### config.mk
export PLATFORM = sky130hd
export DESIGN_NAME = sar_dev_flat
export DESIGN_NICKNAME = d
export VERILOG_FILES = /design/src/logic/sar_pkg.sv /design/src/logic/sar_link_if.sv /design/src/logic/sar_dev.sv /design/src/flat_wrapper.sv
export SDC_FILE = /design/constraint.sdc
export NUM_CORES = 1
export LEC_CHECK = 0
export BUFFER_PORTS_ARGS = -buffer_cell sky130_fd_sc_hd__buf_2
export CORE_MARGIN = 2
export CORE_UTILIZATION = 63
export DETAILED_ROUTE_END_ITERATION = 10
export PLACE_DENSITY_LB_ADDON = 0.08
export SYNTH_ARGS = -nofsm -noshare
export SYNTH_HDL_FRONTEND = slang
export SYNTH_SLANG_ARGS = --single-unit
export TNS_END_PERCENT = 5
### constraint.sdc
create_clock -name mclk -period 8.8 [get_ports mclk]
set_input_delay 2.2 -clock mclk [delete_from_list [all_inputs] [get_ports mclk]]
set_output_delay 2.2 -clock mclk [all_outputs]
set_load 0.005 [all_outputs]
### src/logic/sar_pkg.sv
// shared constants and types for the serial converter link
// assumes both ends run on one 40 MHz clock, mclk
package sar_pkg;

  // result word
  localparam int CODE_W = 12;
  typedef logic [CODE_W-1:0] sar_code_t;

  // two's complement landmarks of the result
  localparam sar_code_t CODE_NEG_FS = 12'h800;
  localparam sar_code_t CODE_MID = 12'h000;
  localparam sar_code_t CODE_POS_FS = 12'h7ff;

  // system clock and bit clock rates
  localparam int MCLK_KHZ = 40000;
  localparam int CLK_NS = 25;
  localparam int BIT_CLK_MAX_KHZ = 3200;
  // least half period of the bit clock, rounded up to whole mclk cycles
  localparam int BIT_HALF_CYC =
    (MCLK_KHZ + 2 * BIT_CLK_MAX_KHZ - 1) / (2 * BIT_CLK_MAX_KHZ);
  localparam int DIV_W = 4;

  // power-on reset time and its count of mclk cycles
  localparam int POR_NS = 2500000;
  localparam int POR_CYC = (POR_NS + CLK_NS - 1) / CLK_NS;
  localparam int POR_W = 17;

  // idle time with select high between frames: two bit clock periods
  localparam int ACQ_GAP_CYC = 4 * BIT_HALF_CYC;
  localparam int GAP_W = 5;

  // frame sequencing, counted in bit clock falling edges
  localparam int EDGE_W = 5;
  localparam logic [EDGE_W-1:0] FRAME_CLKS = 5'h10;
  localparam logic [EDGE_W-1:0] NULL_EDGE = 5'h01;
  localparam logic [EDGE_W-1:0] MSB_EDGE = 5'h02;
  localparam logic [EDGE_W-1:0] LSB_EDGE = 5'h0d;
  localparam logic [EDGE_W-1:0] REV_END_EDGE = 5'h18;
  localparam logic [EDGE_W-1:0] FLOAT_EDGE = 5'h19;
  localparam logic [EDGE_W-1:0] SHORT_LIMIT = 5'h0c;
  // host capture window, counted in rising edges
  localparam logic [EDGE_W-1:0] FIRST_CAP_RISE = 5'h03;
  localparam logic [EDGE_W-1:0] LAST_CAP_RISE = 5'h0e;

  // reset values
  localparam logic [3:0] NBITS_RST = 4'h0;

  // host sequencer states
  typedef enum logic [1:0] {
    SAR_HS_POR,
    SAR_HS_FRAME,
    SAR_HS_GAP,
    SAR_HS_IDLE
  } sar_hstate_t;

endpackage

### src/logic/sar_link_if.sv
// link between the converter end and the host end
// assumes the testbench joins both ends here; data line is pulled high
`timescale 1ns/1ps
interface sar_link_if (
  input wire logic mclk
);
  logic select_shutdown_n;
  logic conversion_bit_clock;
  logic sdo;
  logic sdo_oe_n;
  logic sdo_line;

  // released data line reads as the pull-up level
  assign sdo_line = sdo_oe_n ? 1'b1 : sdo;

  modport dev (
    input select_shutdown_n,
    input conversion_bit_clock,
    output sdo,
    output sdo_oe_n
  );

  modport host (
    output select_shutdown_n,
    output conversion_bit_clock,
    input sdo_line
  );
endinterface

### src/logic/sar_dev.sv
// converter end: conversion sequencing and serial readout
// assumes the host drives select and bit clock from mclk-timed logic
`timescale 1ns/1ps
module sar_dev #(
  parameter int unsigned POR_CYCLES = sar_pkg::POR_CYC
) (
  // clock, reset, enable
  input wire logic mclk,
  input wire logic sys_rst,
  input wire logic ce,
  // serial link
  sar_link_if.dev link,
  // analog side: code presented for sampling
  input wire sar_pkg::sar_code_t sample_code,
  // status
  output logic por_done,
  output logic primed,
  output logic dynamic_mode,
  // result of the last frame, unresolved bits zero
  output sar_pkg::sar_code_t result,
  output logic [3:0] result_bits,
  output logic result_stb
);
  import sar_pkg::*;

  logic sel_s1_q;
  logic sel_s2_q;
  logic sel_prev_q;
  logic clk_s1_q;
  logic clk_s2_q;
  logic clk_prev_q;
  logic sel_fall;
  logic sel_rise;
  logic bit_fall;
  logic [POR_W-1:0] por_cnt_q;
  logic active_q;
  logic [EDGE_W-1:0] edge_cnt_q;
  logic [EDGE_W-1:0] nxt_edge;
  logic [3:0] bit_idx;
  logic fwd_bit;
  logic rev_bit;
  sar_code_t resolve_phase_q;
  sar_code_t res_q;
  logic [3:0] nbits_q;
  logic sdo_q;
  logic sdo_oe_n_q;

  // two-stage synchronisers for the link pins
  always_ff @(posedge mclk or posedge sys_rst) begin
    if (sys_rst) begin
      sel_s1_q <= 1'b1;
      sel_s2_q <= 1'b1;
      clk_s1_q <= 1'b0;
      clk_s2_q <= 1'b0;
    end else if (ce) begin
      sel_s1_q <= link.select_shutdown_n;
      sel_s2_q <= sel_s1_q;
      clk_s1_q <= link.conversion_bit_clock;
      clk_s2_q <= clk_s1_q;
    end
  end

  // previous values for edge detection
  always_ff @(posedge mclk or posedge sys_rst) begin
    if (sys_rst) begin
      sel_prev_q <= 1'b1;
      clk_prev_q <= 1'b0;
    end else if (ce) begin
      sel_prev_q <= sel_s2_q;
      clk_prev_q <= clk_s2_q;
    end
  end

  // edge strobes, all from synchronised levels
  assign sel_fall = sel_prev_q & ~sel_s2_q;
  assign sel_rise = ~sel_prev_q & sel_s2_q;
  assign bit_fall = clk_prev_q & ~clk_s2_q;

  // power-on reset timer; nothing is accepted until it ends
  always_ff @(posedge mclk or posedge sys_rst) begin
    if (sys_rst) begin
      por_cnt_q <= '0;
      por_done <= 1'b0;
    end else if (ce && !por_done) begin
      if (por_cnt_q == POR_W'(POR_CYCLES - 1)) begin
        por_done <= 1'b1;
      end else begin
        por_cnt_q <= por_cnt_q + POR_W'(1);
      end
    end
  end

  // frame state and falling edge counter
  always_ff @(posedge mclk or posedge sys_rst) begin
    if (sys_rst) begin
      active_q <= 1'b0;
      edge_cnt_q <= '0;
    end else if (ce) begin
      if (sel_s2_q) begin
        // abort at once, whatever the count
        active_q <= 1'b0;
        edge_cnt_q <= '0;
      end else if (sel_fall && por_done) begin
        // sampling phase opens at the select edge
        active_q <= 1'b1;
        edge_cnt_q <= '0;
      end else if (active_q && bit_fall && edge_cnt_q != FLOAT_EDGE) begin
        edge_cnt_q <= edge_cnt_q + EDGE_W'(1);
      end
    end
  end

  // number of the falling edge now arriving, and the bit it sends
  always_comb begin
    nxt_edge = edge_cnt_q + EDGE_W'(1);
    fwd_bit = (nxt_edge >= MSB_EDGE) && (nxt_edge <= LSB_EDGE);
    rev_bit = (nxt_edge > LSB_EDGE) && (nxt_edge <= REV_END_EDGE);
    if (fwd_bit) begin
      bit_idx = 4'(LSB_EDGE - nxt_edge);
    end else if (rev_bit) begin
      bit_idx = 4'(nxt_edge - LSB_EDGE);
    end else begin
      bit_idx = 4'h0;
    end
  end

  // hold the sampled code when the sampling phase closes
  always_ff @(posedge mclk or posedge sys_rst) begin
    if (sys_rst) begin
      resolve_phase_q <= CODE_MID;
    end else if (ce) begin
      if (active_q && bit_fall && nxt_edge == NULL_EDGE) begin
        resolve_phase_q <= sample_code;
      end
    end
  end

  // serial output: changes on a bit clock falling edge, and clears low when deselected
  always_ff @(posedge mclk or posedge sys_rst) begin
    if (sys_rst) begin
      sdo_q <= 1'b0;
      sdo_oe_n_q <= 1'b1;
    end else if (ce) begin
      if (!active_q || sel_s2_q) begin
        // floating from select fall until the null bit
        sdo_oe_n_q <= 1'b1;
        sdo_q <= 1'b0;
      end else if (bit_fall && edge_cnt_q != FLOAT_EDGE) begin
        if (nxt_edge == NULL_EDGE) begin
          sdo_oe_n_q <= 1'b0;
          sdo_q <= 1'b0;
        end else if (fwd_bit || rev_bit) begin
          sdo_q <= resolve_phase_q[bit_idx];
        end else begin
          // repeat done: float until select goes high and low
          sdo_oe_n_q <= 1'b1;
          sdo_q <= 1'b0;
        end
      end
    end
  end

  // bits resolved so far; a short frame keeps only these
  always_ff @(posedge mclk or posedge sys_rst) begin
    if (sys_rst) begin
      res_q <= CODE_MID;
      nbits_q <= NBITS_RST;
    end else if (ce) begin
      if (sel_fall) begin
        res_q <= CODE_MID;
        nbits_q <= NBITS_RST;
      end else if (active_q && !sel_s2_q && bit_fall && fwd_bit) begin
        res_q[bit_idx] <= resolve_phase_q[bit_idx];
        nbits_q <= nbits_q + 4'h1;
      end
    end
  end

  // report the frame result when select rises
  always_ff @(posedge mclk or posedge sys_rst) begin
    if (sys_rst) begin
      result <= CODE_MID;
      result_bits <= NBITS_RST;
      result_stb <= 1'b0;
    end else if (ce) begin
      result_stb <= 1'b0;
      if (sel_rise && active_q) begin
        result <= res_q;
        result_bits <= nbits_q;
        result_stb <= 1'b1;
      end
    end
  end

  // first frame of sixteen or more clocks after power-on primes the track and hold
  always_ff @(posedge mclk or posedge sys_rst) begin
    if (sys_rst) begin
      primed <= 1'b0;
    end else if (ce) begin
      if (sel_rise && active_q && edge_cnt_q >= FRAME_CLKS) begin
        primed <= 1'b1;
      end
    end
  end

  // power mode follows the select level three mclk cycles after the pin, once power-on ends
  always_ff @(posedge mclk or posedge sys_rst) begin
    if (sys_rst) begin
      dynamic_mode <= 1'b0;
    end else if (ce) begin
      dynamic_mode <= por_done & ~sel_s2_q;
    end
  end

  // pins driven from flip-flops
  assign link.sdo = sdo_q;
  assign link.sdo_oe_n = sdo_oe_n_q;

endmodule // sar_dev

### src/flat_wrapper.sv
// flat-port wrapper written by rule: the top's interface ports become plain ports
module sar_dev_flat import sar_pkg::*;
#(
  parameter int unsigned POR_CYCLES = sar_pkg::POR_CYC
)
  (mclk, sys_rst, ce, sample_code, por_done, primed, dynamic_mode, result, result_bits, result_stb, link_select_shutdown_n, link_conversion_bit_clock, link_sdo, link_sdo_oe_n);
  sar_link_if link_i (.mclk(mclk));
  input wire logic mclk;
  input wire logic sys_rst;
  input wire logic ce;
  input wire sar_pkg::sar_code_t sample_code;
  output logic por_done;
  output logic primed;
  output logic dynamic_mode;
  output sar_pkg::sar_code_t result;
  output logic [3:0] result_bits;
  output logic result_stb;
  input wire logic [$bits(link_i.select_shutdown_n)-1:0] link_select_shutdown_n;
  input wire logic [$bits(link_i.conversion_bit_clock)-1:0] link_conversion_bit_clock;
  output wire logic [$bits(link_i.sdo)-1:0] link_sdo;
  output wire logic [$bits(link_i.sdo_oe_n)-1:0] link_sdo_oe_n;
  assign link_i.select_shutdown_n = link_select_shutdown_n;
  assign link_i.conversion_bit_clock = link_conversion_bit_clock;
  assign link_sdo = link_i.sdo;
  assign link_sdo_oe_n = link_i.sdo_oe_n;
  sar_dev #(.POR_CYCLES(POR_CYCLES)) u_core (.mclk(mclk), .sys_rst(sys_rst), .ce(ce), .link(link_i), .sample_code(sample_code), .por_done(por_done), .primed(primed), .dynamic_mode(dynamic_mode), .result(result), .result_bits(result_bits), .result_stb(result_stb));
endmodule
==> metrics.md <==
| Metric | Value |
|---|---|
| Final ANT Viol Nets | 0 |
| Min Tclk post-route | 4048 ps |
| Starting Density | 0.6569 |
| Final Hold Violating Endpoints | 0 |
| Static leakage | 2.039 nW |
| Crit path max fanout | 23 |
| HP Class | reg2reg |
| Cell Area, Synth | 3935 µm² |
| Ports | 39 |
| Worst-path clk slew | 80 ps |
| Minimum hold slack | 488.4 ps |
| Congestion Overflow GR | 0 |
| Slew @ Worst Pin | 1123 ps |
| Worst R2R End | u_core.res_q[7]$_DFFE_PP0P_ |
| Fmax | 247.0 MHz |
| Final setup viols | 0 |
| Fraction of registers with async set/reset | 1.000 |
| Core Box Area | 5991 µm² |
| Final clock skew | 13.19 ps |
| Syn nets | 375 |
| Placed inst area | 4170 µm² |
| Register area | 1982 µm² |
| Routed WL per cell | 16.60 µm |
| FF-to-FF setup slack | 4820 ps |
| CTS Buf Count | 9 |
| Hold Path Sink | u_core.primed$_DFFE_PP0P_ |
| Slew headroom | 0.2474 |
| Row cnt | 28 |
| Final Cell Area | 4394 µm² |
| Hold path depth | 1 |
| Post-CTS Setup Bufs | 0 |
| Die area | 6894 µm² |
| CP Class | in2reg |
| Syn avg cell area | 11.34 µm² |
| H-Tree Depth | 3 |
| Area Growth Syn to Fin | 11.67% |
| Part of the Yosys area used for sequential elements | 0.5037 |
| Ratio of cells with drive above 1 in the final layout | 0.2667 |
| Fin crit share | 0.4600 |
| Maximum VDD drop | 0.1810 mV |
| Yosys warns | 0 |
| Final nets | 413 |
| Gpl congestion | 0.8874 |
| Final-layout fill cell count | 413 |
| Sink Count | 79 |
| Clock buffer depth | 2 |
| Outcome | completed |
| R2R depth | 11 |
| Fin. max-slew vios | 0 |
| CTS tree | done |
| Post-synth EDFFs | 0 |
| P per Cell Area | 174.9 nW/µm² |
| Root buffer cell | clkbuf_8 |
| Top FF cell, synth | dfrtp_1 |
| Initial antenna violation count | 0 |
| Post-DP HPWL | 5265 µm |
| Worst path cell trace | buf_2 > nor3b_1 > nand4_1 > or4_1 > xnor2_1 |
| Data required time of the worst path | 9030 ps |
| Crit path max-delay family | simple AND/OR/NAND/NOR gates |
| CP arrival | 4270 ps |
| # Max-Cap Violations | 0 |
| # DRC | 0 |
| Largest net degree at the start of global routing | 80 |
| Die Wd | 83.03 µm |
| Gate Count Post-Synth | 347 |
| Vias per cell | 6.073 |
| Iteration-0 DRC Markers | 141 |
| Critical path endpoint category | flop |
| Wire length of the first global-routing pass | 13080 µm |
| Total Power | 768.7 µW |
| RSZ-0062 raised after global routing | no |
| Slowest CP cell | nor3b_1 |
| #FFs+latches synth | 79 |
| Post-cts resize count | 0 |
| Vias in the first global route | 2748 |
| First-pass DRT Iterations | 4 |
| Fin Setup TNS | 0 ps |
| Multi-input gate area | 1844 µm² |
| Reg-to-Reg Start | u_core.edge_cnt_q[0]$_DFFE_PP0P_ |
| Worst setup SP type | primary input |
| Vias | 2824 |
| N_diodes | 0 |
| Crit-path max cell delay | 690 ps |
| Clk_lat worst skew | 350 ps |
| Total Routing Usage GR | 0.2363 |
| Post-synth cell types | 61 |
| Hold path startpoint | u_core.primed$_DFFE_PP0P_ |
| # hold bufs at CTS | 0 |
| WP buf/inv | 1 |
| Final wirelength | 7718 µm |
| IO Port Bufs | 38 |
| DIE HEIGHT | 83.03 µm |
==> routing by layer <==
layer,routed length [µm],global-route usage,up-vias,part of all wire
met4,173,0.09389,0,0.022
met2,3570,0.3556,60,0.46
met5,0,0,-,0
met3,338,0.04672,16,0.044
met1,3635,0.3400,1393,0.47
li1,-,-,1355,-
==> final cells by class <==
class | instances | share of cell area
clock inverters | 5 | 0.01879
repair buffers | 39 | 0.04499
inverters | 14 | 0.01196
flip-flops and latches | 79 | 0.4510
multi-input cells | 242 | 0.4197
clock buffers | 11 | 0.03218
well taps | 75 | 0.02136
==> report_power, final <==
| part | switching (mW) | internal [mW] |
|---|---|---|
| clock network | 0.131 | 0.168 |
| logic | 0.0343 | 0.0280 |
| registers | 0.0231 | 0.384 |
| total | 0.189 | 0.580 |
==> cell families (layout without fill, tap and decap cells) <==
family | Yosys count | after routing | share of synthesized area
muxes | 35 | 35 | 0.09921
xor gates and xnor gates | 26 | 26 | 0.05978
and+or+nand+nor | 96 | 96 | 0.1297
adders and majority gates | 11 | 11 | 0.03498
DFF | 79 | 79 | 0.5037
buffers and inverters | 26 | 69 | 0.02766
AOI/OAI and AO/OA | 74 | 74 | 0.1450
==> per-stage QoR <==
stage | cells | util | setup slack (ps)
after floorplan | 347 | - | 4583
after global placement | 449 | 0.6961 | 4493
after detailed placement | 449 | 0.6961 | 4408
after CTS | 465 | 0.7335 | 4749
after global routing | 465 | 0.7335 | 4486
final | 465 | 0.7335 | 4752
==> worst reg2reg max path: stages, from the launching register on <==
cell and delay, ps:
dfrtp_1 530, ha_1 330, xor2_1 440, inv_1 190, ha_1 240, a21boi_0 360
a21oi_2 220, o211ai_2 380, o22a_1 250, a311oi_2 150, a221oi_2 540, o41ai_1 180
==> sequential cells by signal, summed over array words and instances (netlist names), 4 cells and up <==
signal                  cells
u_core.res_q               12
u_core.edge_cnt_q           5
u_core.nbits_q              4
u_core.result_bits          4
u_core.result              12
u_core.resolve_phase_q     12
u_core.por_cnt_q           17
==> synthesized netlist by cell type, drive strengths merged (4+ instances only) <==
cell type	number	area, µm²
a21oi	10	53.80
buf	5	30.03
clkbuf	7	26.28
dfrtp	75	1877
dfstp	4	105.1
ha	11	137.6
inv	14	52.55
mux2	32	360.4
nand2	29	108.9
nand3	14	70.07
nand4	7	43.79
nor2	11	41.29
nor3	5	25.02
nor4	6	37.54
o211ai	10	80.07
o21ai	16	83.83
o22ai	4	38.79
o31ai	7	52.55
o41ai	7	61.31
xnor2	16	140.1
xor2	10	95.10
==> cell usage in the layout (no fill, tap or decap), types with 3 or more instances in the layout <==
| cell | netlist | layout |
|---|---|---|
| dfrtp_1 | 75 | 75 |
| buf_2 | 0 | 38 |
| mux2_2 | 32 | 32 |
| nand2_1 | 29 | 29 |
| xnor2_1 | 16 | 16 |
| nand3_1 | 14 | 14 |
| inv_1 | 14 | 13 |
| o21ai_0 | 13 | 13 |
| nor2_1 | 11 | 11 |
| ha_1 | 11 | 11 |
| clkbuf_8 | 0 | 10 |
| xor2_1 | 9 | 9 |
| a21oi_1 | 9 | 9 |
| o211ai_1 | 9 | 9 |
| o31ai_1 | 7 | 7 |
| o41ai_1 | 7 | 7 |
| nand4_1 | 7 | 7 |
| nor4_1 | 6 | 6 |
| nor3_1 | 5 | 5 |
| dfstp_2 | 4 | 4 |
| and3_1 | 3 | 3 |
| nand4b_1 | 3 | 3 |
| nor2b_1 | 3 | 3 |
| a21o_1 | 3 | 3 |
| o22ai_1 | 3 | 3 |
| nor3b_1 | 3 | 3 |
| mux2i_1 | 3 | 3 |
==> worst max path at each step <==
stage	start	endpoint	slack, ps	cells past startpoint
5_1_grt	u_core.edge_cnt_q[0]$_DFFE_PP0P_	u_core.res_q[7]$_DFFE_PP0P_	4490	11
6_report	ce	u_core.por_cnt_q[16]$_DFFE_PP0P_	4750	5
3_3_place_gp	ce	u_core.por_cnt_q[16]$_DFFE_PP0P_	4490	5
4_1_cts	ce	u_core.por_cnt_q[16]$_DFFE_PP0P_	4750	5
2_1_floorplan	sys_rst	u_core.active_q$_DFFE_PP0P_	4580	1
3_5_place_dp	ce	u_core.por_cnt_q[16]$_DFFE_PP0P_	4410	5
(Power assumes the default switching activity.)
